`src/hw/ncs_map.svh`:
```
`ifndef NCS_MAP_SVH
`define NCS_MAP_SVH
// ----------------------------------------
// register offsets (byte addresses)
// ----------------------------------------
`define NCS_A_NCO_LO 10'h220
`define NCS_A_NCO_HI 10'h25f
`define NCS_A_NCO_PH 10'h240
`define NCS_A_REV 10'h297
`define NCS_A_EN 10'h2b0
`define NCS_A_CFG 10'h2b1
`define NCS_A_STAT0 10'h2b2
`define NCS_A_STAT1 10'h2b3
`define NCS_A_STAT2 10'h2b4
`define NCS_A_TAD0 10'h2b5
`define NCS_A_TAD1 10'h2b6
`define NCS_A_TAD2 10'h2b7
`define NCS_A_RAMP 10'h2b8
`define NCS_A_GRP_HI 10'h2bf
`define NCS_A_IRQ_STAT 10'h2c0
`define NCS_A_IRQ_CLR 10'h2c1
`define NCS_A_IRQ_EN 10'h2c2
// ----------------------------------------
// fields and reset values
// ----------------------------------------
`define NCS_CFG_RST 8'h05
`define NCS_FREQ_RST 32'hc0000000
`define NCS_CFG_AVG_LSB 2
`define NCS_CFG_ACC_LSB 0
`define NCS_DONE_BIT 17
`define NCS_IRQ_DONE 0
`define NCS_IRQ_FAIL 1
`define NCS_IRQ_LIVE 2
// ----------------------------------------
// calibration counts
// ----------------------------------------
`define NCS_AVG_0 9'h004
`define NCS_AVG_1 9'h010
`define NCS_AVG_2 9'h040
`define NCS_AVG_3 9'h100
`define NCS_PER_0 15'd85
`define NCS_PER_1 15'd1100
`define NCS_PER_2 15'd5200
`define NCS_PER_3 15'd21580
`endif

```
`src/hw/ncs_pkg.sv`:
```
package ncs_pkg;
   typedef enum logic [1:0] {CAL_IDLE, CAL_RUN, CAL_DONE, CAL_FAIL} ncs_cal_st_t;
   typedef logic [31:0] ncs_word_t;
endpackage : ncs_pkg

```
`src/hw/ncs_mem_if.sv`:
```
`timescale 1ns/1ps
interface ncs_mem_if #(parameter int AW = 6);
   logic sw_wr;
   logic [AW-1:0] sw_addr;
   logic [7:0] sw_wdata;
   logic [7:0] sw_rdata;
   logic [AW-3:0] dp_addr;
   ncs_pkg::ncs_word_t dp_rdata;
   modport ctrl (output sw_wr, sw_addr, sw_wdata, dp_addr, input sw_rdata, dp_rdata);
   modport mem (input sw_wr, sw_addr, sw_wdata, dp_addr, output sw_rdata, dp_rdata);
endinterface : ncs_mem_if

```
`src/hw/ncs_word_mem.sv`:
```
`timescale 1ns/1ps
`include "ncs_map.svh"
module ncs_word_mem #(
   parameter int AW = 6
) (
   // clock and reset
   input wire logic clk_sys_in,
   input wire logic reset_n_in,
   // access ports
   ncs_mem_if.mem port_if
);
   import ncs_pkg::*;
   localparam int NW = 2 ** (AW - 2);

   typedef struct packed {
      logic [NW-1:0][3:0][7:0] words;
      logic [7:0] sw_rdata;
      ncs_word_t dp_rdata;
   } ncs_mem_state_t;

   ncs_mem_state_t s_reg;
   ncs_mem_state_t s_next;

   // ----------------------------------------
   // byte write, registered reads
   // ----------------------------------------
   always_comb begin
      s_next = s_reg;
      // phase entries sit in the upper half and keep only two bytes
      if (port_if.sw_wr && !(port_if.sw_addr[AW-1] && port_if.sw_addr[1])) begin
         s_next.words[port_if.sw_addr[AW-1:2]][port_if.sw_addr[1:0]] = port_if.sw_wdata;
      end
      s_next.sw_rdata = s_reg.words[port_if.sw_addr[AW-1:2]][port_if.sw_addr[1:0]];
      s_next.dp_rdata = s_reg.words[port_if.dp_addr];
   end

   always_ff @(posedge clk_sys_in or negedge reset_n_in) begin
      if (!reset_n_in) begin
         s_reg <= '0;
         for (int i = 0; i < NW / 2; i++) begin
            s_reg.words[i] <= `NCS_FREQ_RST;
         end
      end else begin
         s_reg <= s_next;
      end
   end

   assign port_if.sw_rdata = s_reg.sw_rdata;
   assign port_if.dp_rdata = s_reg.dp_rdata;

   mem_write_a: assert property (@(posedge clk_sys_in) disable iff (!reset_n_in)
      (port_if.sw_wr && !port_if.sw_addr[AW-1]) |=>
      s_reg.words[$past(port_if.sw_addr[AW-1:2])][$past(port_if.sw_addr[1:0])]
      == $past(port_if.sw_wdata))
      else $error("word byte not stored");
endmodule : ncs_word_mem

```
`src/hw/ncs_regs.sv`:
```
`timescale 1ns/1ps
`include "ncs_map.svh"
module ncs_regs #(
   parameter int PRESETS = 4,
   parameter logic [4:0] REV_CODE = 5'h0b // arbitrary value
) (
   // clock and reset
   input wire logic clk_sys_in,
   input wire logic reset_n_in,
   // register port
   input wire logic [9:0] reg_addr_in,
   input wire logic [7:0] reg_wdata_in,
   input wire logic reg_wr_in,
   input wire logic reg_rd_in,
   output logic [7:0] reg_rdata_out,
   // pins
   input wire logic sysref_in,
   input wire logic link_running_in,
   input wire logic [$clog2(PRESETS)-1:0] chan_a_preset_in,
   input wire logic [$clog2(PRESETS)-1:0] chan_b_preset_in,
   // calibration engine
   input wire logic [16:0] cal_measure_in,
   // outputs
   output logic [16:0] tad_delay_out,
   output logic [7:0] ramp_ctrl_out,
   output ncs_pkg::ncs_word_t chan_a_phase_out,
   output ncs_pkg::ncs_word_t chan_b_phase_out,
   output logic irq_out
);
   import ncs_pkg::*;
   localparam int PW = $clog2(PRESETS);
   localparam int AW = PW + 4;

   typedef struct packed {
      logic [1:0] sref_sync;
      logic [1:0] link_sync;
      logic [1:0][PW-1:0] psel_a_sync;
      logic [1:0][PW-1:0] psel_b_sync;
      logic sref_prev;
      logic link_prev;
      logic en;
      logic [7:0] cfg;
      logic [23:0] tad_man;
      logic [7:0] ramp;
      logic [16:0] cal_tad;
      ncs_cal_st_t st;
      logic [14:0] per_cnt;
      logic [8:0] avg_cnt;
      logic [2:0] irq_stat;
      logic [2:0] irq_en;
      logic [1:0] fetch;
      ncs_word_t freq_a;
      ncs_word_t freq_b;
      logic [15:0] ph_a;
      logic [15:0] ph_b;
      ncs_word_t acc_a;
      ncs_word_t acc_b;
      logic mem_rd;
      logic [7:0] rdata;
      logic [16:0] tad_o;
      ncs_word_t out_a;
      ncs_word_t out_b;
      logic irq;
   } ncs_state_t;

   ncs_state_t s_reg;
   ncs_state_t s_next;
   ncs_mem_if #(.AW(AW)) mem_if ();

   // ----------------------------------------
   // decode helpers
   // ----------------------------------------
   function automatic logic [8:0] avg_target(input logic [1:0] code);
      if (code == 2'd0) avg_target = `NCS_AVG_0;
      else if (code == 2'd1) avg_target = `NCS_AVG_1;
      else if (code == 2'd2) avg_target = `NCS_AVG_2;
      else avg_target = `NCS_AVG_3;
   endfunction : avg_target

   function automatic logic [14:0] per_limit(input logic [1:0] code);
      if (code == 2'd0) per_limit = `NCS_PER_0;
      else if (code == 2'd1) per_limit = `NCS_PER_1;
      else if (code == 2'd2) per_limit = `NCS_PER_2;
      else per_limit = `NCS_PER_3;
   endfunction : per_limit

   function automatic logic in_nco(input logic [9:0] a);
      in_nco = (a >= `NCS_A_NCO_LO) && (a <= `NCS_A_NCO_HI);
   endfunction : in_nco

   logic [9:0] nco_off;
   logic [1:0] avg_code;
   logic [1:0] acc_code;
   logic sref_rise;
   logic link_rise;
   logic launch;
   logic [2:0] irq_set;
   logic [2:0] irq_clr;
   logic [AW-3:0] fetch_idx;

   assign nco_off = reg_addr_in - `NCS_A_NCO_LO;
   assign avg_code = s_reg.cfg[`NCS_CFG_AVG_LSB +: 2];
   assign acc_code = s_reg.cfg[`NCS_CFG_ACC_LSB +: 2];
   assign sref_rise = s_reg.sref_sync[1] && !s_reg.sref_prev;
   assign link_rise = s_reg.link_sync[1] && !s_reg.link_prev;
   assign launch = reg_wr_in && (reg_addr_in == `NCS_A_EN) && reg_wdata_in[0] && !s_reg.en;

   // ----------------------------------------
   // word memory
   // ----------------------------------------
   always_comb begin
      fetch_idx = '0;
      case (s_reg.fetch)
         2'd0: fetch_idx = {2'b00, s_reg.psel_a_sync[1]};
         2'd1: fetch_idx = {2'b10, s_reg.psel_a_sync[1]};
         2'd2: fetch_idx = {2'b01, s_reg.psel_b_sync[1]};
         default: fetch_idx = {2'b11, s_reg.psel_b_sync[1]};
      endcase
   end

   assign mem_if.sw_wr = reg_wr_in && in_nco(reg_addr_in);
   assign mem_if.sw_addr = nco_off[AW-1:0];
   assign mem_if.sw_wdata = reg_wdata_in;
   assign mem_if.dp_addr = fetch_idx;

   ncs_word_mem #(.AW(AW)) u_mem (
      .clk_sys_in(clk_sys_in),
      .reset_n_in(reset_n_in),
      .port_if(mem_if)
   );

   // ----------------------------------------
   // next state
   // ----------------------------------------
   always_comb begin
      s_next = s_reg;
      irq_set = '0;
      irq_clr = '0;
      s_next.sref_sync = {s_reg.sref_sync[0], sysref_in};
      s_next.link_sync = {s_reg.link_sync[0], link_running_in};
      s_next.psel_a_sync = {s_reg.psel_a_sync[0], chan_a_preset_in};
      s_next.psel_b_sync = {s_reg.psel_b_sync[0], chan_b_preset_in};
      s_next.sref_prev = s_reg.sref_sync[1];
      s_next.link_prev = s_reg.link_sync[1];
      // register writes
      if (reg_wr_in) begin
         if (reg_addr_in == `NCS_A_EN) begin
            s_next.en = reg_wdata_in[0];
         end else if (reg_addr_in == `NCS_A_CFG) begin
            s_next.cfg = {4'h0, reg_wdata_in[3:0]};
         end else if (reg_addr_in == `NCS_A_TAD0) begin
            s_next.tad_man[7:0] = reg_wdata_in;
         end else if (reg_addr_in == `NCS_A_TAD1) begin
            s_next.tad_man[15:8] = reg_wdata_in;
         end else if (reg_addr_in == `NCS_A_TAD2) begin
            s_next.tad_man[23:16] = reg_wdata_in;
         end else if (reg_addr_in == `NCS_A_RAMP) begin
            s_next.ramp = reg_wdata_in;
         end else if (reg_addr_in == `NCS_A_IRQ_CLR) begin
            irq_clr = reg_wdata_in[2:0];
         end else if (reg_addr_in == `NCS_A_IRQ_EN) begin
            s_next.irq_en = reg_wdata_in[2:0];
         end else if (in_nco(reg_addr_in) && !nco_off[AW-1] && s_reg.link_sync[1]) begin
            irq_set[`NCS_IRQ_LIVE] = 1'b1;
         end
      end
      // calibration sequencer
      case (s_reg.st)
         CAL_IDLE: begin
            if (launch) begin
               s_next.st = CAL_RUN;
               s_next.per_cnt = '0;
               s_next.avg_cnt = '0;
            end
         end
         CAL_RUN: begin
            s_next.per_cnt = s_reg.per_cnt + 15'd1;
            if (s_reg.per_cnt > per_limit(acc_code)) begin
               s_next.st = CAL_FAIL;
               irq_set[`NCS_IRQ_FAIL] = 1'b1;
            end else if (sref_rise) begin
               s_next.per_cnt = '0;
               s_next.avg_cnt = s_reg.avg_cnt + 9'd1;
               if (s_reg.avg_cnt + 9'd1 == avg_target(avg_code)) begin
                  s_next.st = CAL_DONE;
                  s_next.cal_tad = cal_measure_in;
                  irq_set[`NCS_IRQ_DONE] = 1'b1;
               end
            end
         end
         default: begin
         end
      endcase
      if (reg_wr_in && (reg_addr_in == `NCS_A_EN) && !reg_wdata_in[0]) begin
         s_next.st = CAL_IDLE;
      end
      // sticky events, set beats clear
      s_next.irq_stat = (s_reg.irq_stat & ~irq_clr) | irq_set;
      s_next.irq = |(s_next.irq_stat & s_next.irq_en);
      // delay select
      s_next.tad_o = s_reg.en ? s_reg.cal_tad : s_reg.tad_man[16:0];
      // oscillator word fetch, round robin
      s_next.fetch = s_reg.fetch + 2'd1;
      case (s_reg.fetch)
         2'd1: s_next.freq_a = mem_if.dp_rdata;
         2'd2: s_next.ph_a = mem_if.dp_rdata[15:0];
         2'd3: s_next.freq_b = mem_if.dp_rdata;
         default: s_next.ph_b = mem_if.dp_rdata[15:0];
      endcase
      // accumulators, realigned when the link starts
      if (link_rise) begin
         s_next.acc_a = '0;
         s_next.acc_b = '0;
      end else begin
         s_next.acc_a = s_reg.acc_a + s_reg.freq_a;
         s_next.acc_b = s_reg.acc_b + s_reg.freq_b;
      end
      s_next.out_a = s_reg.acc_a + {s_reg.ph_a, 16'h0000};
      s_next.out_b = s_reg.acc_b + {s_reg.ph_b, 16'h0000};
      // register reads
      s_next.mem_rd = reg_rd_in && in_nco(reg_addr_in);
      s_next.rdata = 8'h00;
      if (reg_rd_in) begin
         if (reg_addr_in == `NCS_A_REV) begin
            s_next.rdata = {3'b000, REV_CODE};
         end else if (reg_addr_in == `NCS_A_EN) begin
            s_next.rdata = {7'h00, s_reg.en};
         end else if (reg_addr_in == `NCS_A_CFG) begin
            s_next.rdata = s_reg.cfg;
         end else if (reg_addr_in == `NCS_A_STAT0) begin
            s_next.rdata = s_reg.cal_tad[7:0];
         end else if (reg_addr_in == `NCS_A_STAT1) begin
            s_next.rdata = s_reg.cal_tad[15:8];
         end else if (reg_addr_in == `NCS_A_STAT2) begin
            s_next.rdata = {6'h00, s_reg.en && (s_reg.st == CAL_DONE), s_reg.cal_tad[16]};
         end else if (reg_addr_in == `NCS_A_TAD0) begin
            s_next.rdata = s_reg.tad_man[7:0];
         end else if (reg_addr_in == `NCS_A_TAD1) begin
            s_next.rdata = s_reg.tad_man[15:8];
         end else if (reg_addr_in == `NCS_A_TAD2) begin
            s_next.rdata = s_reg.tad_man[23:16];
         end else if (reg_addr_in == `NCS_A_RAMP) begin
            s_next.rdata = s_reg.ramp;
         end else if (reg_addr_in == `NCS_A_IRQ_STAT) begin
            s_next.rdata = {5'h00, s_reg.irq_stat};
         end else if (reg_addr_in == `NCS_A_IRQ_EN) begin
            s_next.rdata = {5'h00, s_reg.irq_en};
         end else begin
            s_next.rdata = 8'h00;
         end
      end
   end

   always_ff @(posedge clk_sys_in or negedge reset_n_in) begin
      if (!reset_n_in) begin
         s_reg <= '0;
         s_reg.cfg <= `NCS_CFG_RST;
         s_reg.st <= CAL_IDLE;
      end else begin
         s_reg <= s_next;
      end
   end

   // ----------------------------------------
   // outputs
   // ----------------------------------------
   assign reg_rdata_out = s_reg.mem_rd ? mem_if.sw_rdata : s_reg.rdata;
   assign tad_delay_out = s_reg.tad_o;
   assign ramp_ctrl_out = s_reg.ramp;
   assign chan_a_phase_out = s_reg.out_a;
   assign chan_b_phase_out = s_reg.out_b;
   assign irq_out = s_reg.irq;

   // ----------------------------------------
   // checks
   // ----------------------------------------
   tad_manual_a: assert property (@(posedge clk_sys_in) disable iff (!reset_n_in)
      !s_reg.en |=> tad_delay_out == $past(s_reg.tad_man[16:0]))
      else $error("manual delay not on output");

   tad_auto_a: assert property (@(posedge clk_sys_in) disable iff (!reset_n_in)
      s_reg.en |=> tad_delay_out == $past(s_reg.cal_tad))
      else $error("calibrated delay not on output");

   cal_launch_a: assert property (@(posedge clk_sys_in) disable iff (!reset_n_in)
      (launch && s_reg.st == CAL_IDLE) |=> s_reg.st == CAL_RUN && s_reg.avg_cnt == 9'd0)
      else $error("rising enable did not start");

   no_restart_a: assert property (@(posedge clk_sys_in) disable iff (!reset_n_in)
      (s_reg.en && s_reg.st == CAL_DONE && reg_wr_in && reg_addr_in == `NCS_A_EN
      && reg_wdata_in[0]) |=> s_reg.st == CAL_DONE)
      else $error("held enable restarted calibration");

   done_gate_a: assert property (@(posedge clk_sys_in) disable iff (!reset_n_in)
      (reg_rd_in && reg_addr_in == `NCS_A_STAT2) |=>
      reg_rdata_out[1] == ($past(s_reg.en) && $past(s_reg.st) == CAL_DONE))
      else $error("done bit wrong");

   avg_done_a: assert property (@(posedge clk_sys_in) disable iff (!reset_n_in)
      (s_reg.st == CAL_DONE && $past(s_reg.st) == CAL_RUN) |->
      s_reg.avg_cnt == avg_target($past(avg_code)))
      else $error("wrong average count at done");

   period_fail_a: assert property (@(posedge clk_sys_in) disable iff (!reset_n_in)
      (s_reg.st == CAL_RUN && s_reg.per_cnt > per_limit(acc_code)
      && !(reg_wr_in && reg_addr_in == `NCS_A_EN)) |=> s_reg.st == CAL_FAIL)
      else $error("long period did not fail");

   acc_wrap_a: assert property (@(posedge clk_sys_in) disable iff (!reset_n_in)
      !link_rise |=> s_reg.acc_a == 32'($past(s_reg.acc_a) + $past(s_reg.freq_a)))
      else $error("accumulator step wrong");

   phase_add_a: assert property (@(posedge clk_sys_in) disable iff (!reset_n_in)
      ##1 chan_b_phase_out == 32'($past(s_reg.acc_b) + {$past(s_reg.ph_b), 16'h0000}))
      else $error("phase offset not applied");

   rev_read_a: assert property (@(posedge clk_sys_in) disable iff (!reset_n_in)
      (reg_rd_in && reg_addr_in == `NCS_A_REV) |=> reg_rdata_out == {3'b000, REV_CODE})
      else $error("revision read wrong");

   reserved_read_a: assert property (@(posedge clk_sys_in) disable iff (!reset_n_in)
      (reg_rd_in && reg_addr_in > `NCS_A_RAMP && reg_addr_in <= `NCS_A_GRP_HI)
      |=> reg_rdata_out == 8'h00)
      else $error("reserved byte not zero");

   live_flag_a: assert property (@(posedge clk_sys_in) disable iff (!reset_n_in)
      (reg_wr_in && in_nco(reg_addr_in) && !nco_off[AW-1] && s_reg.link_sync[1])
      |=> s_reg.irq_stat[`NCS_IRQ_LIVE])
      else $error("live rewrite not flagged");
endmodule : ncs_regs

```
`config.mk`:
```
export PLATFORM = sky130hd
export DESIGN_NAME = ncs_regs
export DESIGN_NICKNAME = d
export VERILOG_FILES = /design/src/hw/ncs_pkg.sv /design/src/hw/ncs_mem_if.sv /design/src/hw/ncs_word_mem.sv /design/src/hw/ncs_regs.sv
export VERILOG_INCLUDE_DIRS = /design/src /design/src/hw
export SDC_FILE = /design/constraint.sdc
export NUM_CORES = 2
export LEC_CHECK = 0
export BUFFER_PORTS_ARGS = -buffer_cell sky130_fd_sc_hd__buf_2
export CORE_ASPECT_RATIO = 1.5
export CORE_MARGIN = 4
export CORE_UTILIZATION = 35
export DETAILED_ROUTE_END_ITERATION = 10
export HOLD_SLACK_MARGIN = 0.06
export PLACE_DENSITY_LB_ADDON = 0.1
export REMOVE_ABC_BUFFERS = 1
export SETUP_SLACK_MARGIN = 0.05
export SLEW_MARGIN = 10
export SYNTH_ARGS = -nofsm -noshare
export SYNTH_HDL_FRONTEND = slang
export SYNTH_SLANG_ARGS = --single-unit
export TNS_END_PERCENT = 10
```
`constraint.sdc`:
```
create_clock -name clk_sys_in -period 3.8 [get_ports clk_sys_in]
set_input_delay 0.38 -clock clk_sys_in [delete_from_list [all_inputs] [get_ports clk_sys_in]]
set_output_delay 0.38 -clock clk_sys_in [all_outputs]
set_load 0.005 [all_outputs]
```
==> metrics list <==
- Routed vias: 31200
- Number of buffers created by CTS: 94
- Skew final: 45.1 ps
- Run status: completed
- Routability-driven placement finished with a final weighted congestion of 0.824.
- Effective utilization at floorplan: 35.3%
- After detailed routing, the number of remaining DRC violations is 0.
* Worst Reg-to-Reg Cells: 11
* Height of the chip: 452 um
- After clock tree synthesis, the flow added hold-fix buffers numbering 28.
- The total count of max-transition violations in the final report came to 0.
* Max H-tree Level: 3
- Number of enable flip-flop cells after synthesis: 0
- After synthesis, the share of flip-flops with an asynchronous set or reset is 100%.
- Cell count after synthesis: 3995
- Type of the most critical hold path: input port to register
- Wire per inst: 24.6 um
* DIE WIDTH: 304 um
* Clock net sink count: 905
* R2r setup slk: 270 ps
* Syn_area_per_cell: 11.5 um^2
- Derived from the worst setup path, the maximum achievable clock frequency is 283 MHz.
* RR Startpoint: s_reg[187]
- The worst setup path is launched from a register.
- STA classifies the critical path endpoint as a register.
* Number of top-level pins: 143
- VDD IR max: 0.449 mV
- Number of routed nets with antenna violations: 0
* Flip-flop count of the largest register, all copies and words added: 512
- During synthesis, Yosys emitted a total of 0 warnings.
- Count of max-cap constraint violations: 0
- Following the worst setup path forward leads to its endpoint at s_reg[119].
* Placement-stage worst setup slack: 309 ps
- Area growth from synthesis to final layout: 13.1%
* Wire length of the first global-routing pass: 216000 um
- Die area: 0.137 mm^2
* #FFs+latches synth: 905
- Final WS setup: 270 ps
- Crit path kind: register to register
- The first detailed-routing pass took 5 iterations.
- PnR Total Power: 25.1 mW
- The slowest stage of the critical path belongs to the cell fa_1.
- For the worst setup path, the data required time is 4380 ps.
- Vias per cell: 5.40
- Reg-to-Reg End: s_reg[119]
- Cells fill 39.9% of the core in the end.
* Number of instances resized during post-cts repair: 0
- Commonest non-fill, non-tap cells in the layout: 887 x dfrtp_1, 601 x nand2_1, 550 x mux2_2, 176 x nand3_1, 168 x mux4_2
- RSZ-0062 raised after global routing: no
* Maximum cell stage delay along the critical path: 430 ps
* Leak Pwr: 23.7 nW
* CTS clk-pin slew, worst paths: 70 ps
- The synthesized netlist occupies a cell area of 0.0460 mm^2.
- Total core area: 0.130 mm^2
- Antenna violations before repair: 3
- Post-synthesis sequential area ratio: 49.3%
* Count of nets after finishing: 4131
- The cell sitting at the root of the clock tree is a clkbuf_16.
* Synth unique cells: 81
- Headroom to the max-slew limit came out at 34.2%.
- Critical Path Start: s_reg[187]
- Power density relative to cell area: 483 mW/mm^2
* Detailed Place HPWL: 99300 um
- Post-CTS setup repair buffer count: 0
* Latest clock arrival within the worst-skew pair: 710 ps
* Iter 0 DRT Violations: 1927
- In the synthesized netlist the dominant register cell turns out to be dfrtp_1.
- Cell with the most instances on the worst path: o21ai_0
- Traced cell by cell, the critical path runs through ha_1 -> fa_1 -> a211oi_1 -> o21ai_0 -> a21oi_1 -> o21ai_0 -> a41oi_1 -> o21ai_0 -> o31ai_1 -> xor2_1 -> nor2_1.
- Max clock buf depth: 3
- The critical path crosses 11 cells after its start point.
* Port Buf Inserts: 142
- The floorplan has 162 rows.
* Global route overflow: 0
- After detailed routing, the total wire length is 142000 um.
- The number of global-route vias before repair is 32500.
- Placement Cell Area: 0.0485 mm^2
- Global routing used 20.6% of the available tracks across all layers.
* Buf+Inv Stages, Crit Path: 0
- Worst Hold Margin: 180 ps
- Fin. Hold Viols: 0
- Broken down by cell family, the worst path's largest delay share belongs to compound AO/OA/AOI/OAI gates.
- In the final layout, the share of cells above drive strength 1 is 31.4%.
- In this run the worst path has a maximum fanout of 3.
- Entering global routing, the biggest net connects 87 pins.
- Counting I/O delays and the setup requirement, the final critical path takes 3530 ps.
* Transition time at the pin with the least slew margin: 984 ps
- Dividing the final minimum period by the clock period gives 92.9%.
- Data arrival at the endpoint of the critical path: 4110 ps
- Final standard cell area without fillers: 0.0520 mm^2
* CTS tree: done
* Number of failing setup endpoints in the final timing report: 0
- The library cell used most frequently in the layout, excluding fill and tap cells, is dfrtp_1.
through the flow:
step                cells  TNS [ps]
floorplan            3543   -242510
global placement     5573         0
detailed placement   5573         0
CTS                  5771         0
global route         5772         0
finish               5774         0
final cells by class:
class | count | area, um^2
antenna | 3 | 7.51
inverter | 55 | 206
sequential | 905 | 22700
tap | 1722 | 2150
clock inverter | 35 | 448
timing repair buffer | 336 | 2690
multi-input combinational | 2583 | 21000
fill | 12400 | 78300
clock buffer | 135 | 2770
cell usage after synthesis, drive strengths merged (5+ instances only):
library cell,count,area share [%]
a311oi,96,1.8
a21o,33,0.54
a21oi,131,1.4
or2,10,0.14
nor4,7,0.13
nand3,177,1.9
dfstp,18,1.0
a211oi,16,0.26
inv,55,0.45
nor4b,5,0.11
nand4,13,0.19
nand2b,16,0.22
and3,79,1.1
a31oi,47,0.64
xor2,22,0.42
clkbuf,289,2.4
o31ai,6,0.11
and2,16,0.22
buf,163,2.3
o21bai,10,0.16
a21boi,8,0.16
a22oi,6,0.098
o211ai,9,0.15
mux2,559,14
nor2,161,1.5
o22ai,10,0.14
mux4,168,8.2
ha,107,2.9
mux2i,13,0.28
nor3,27,0.32
o21ai,61,0.66
xnor2,66,1.3
dfrtp,887,48
nand2,602,4.9
or3,12,0.16
nor2b,20,0.27
o21a,6,0.098
cell families (layout without fill, tap and decap cells):
kind of cell	Yosys count	after routing	synth area share, %
AOI/OAI and AO/OA	485	485	7.20
and+or+nand+nor	1159	1159	11.4
buffers and inverters	507	561	5.06
muxes	740	740	22.3
adders and majority gates	111	111	3.09
xor gates and xnor gates	88	88	1.68
DFF	905	905	49.3
other	0	3	0
worst min-delay path, stage by stage:
cell and delay, ps:
buf_2 190, nand2_1 150, o22a_1 140
per-layer routing:
metal	vias to the layer above	wire length, um	track usage (%)
met3	196	4160	1.90
met5	-	0	0
met4	0	4800	7.23
li1	14100	-	-
met2	614	73600	37.3
met1	16300	59200	25.6
power by group:
part           internal [mW]  leakage, nW  switching [mW]
Combinational           1.87         10.0            2.57
Clock                   5.67         1.58            4.10
Sequential              10.4         12.1           0.494
Total                   18.0         23.7            7.16
worst min path at each step:
| stage | depth (start not counted) | start | endpoint |
|---|---|---|---|
| finish | 3 | reg_wr_in | s_reg[283] |
| global route | 3 | reg_wr_in | s_reg[283] |
| CTS | 3 | reg_wr_in | s_reg[283] |
| detailed placement | 0 | s_next[347] | s_reg[347] |
| global placement | 0 | s_next[348] | s_reg[348] |
| floorplan | 0 | reset_n_in | acc_code[1] |
Note: power is estimated with default switching activity, not from simulation.
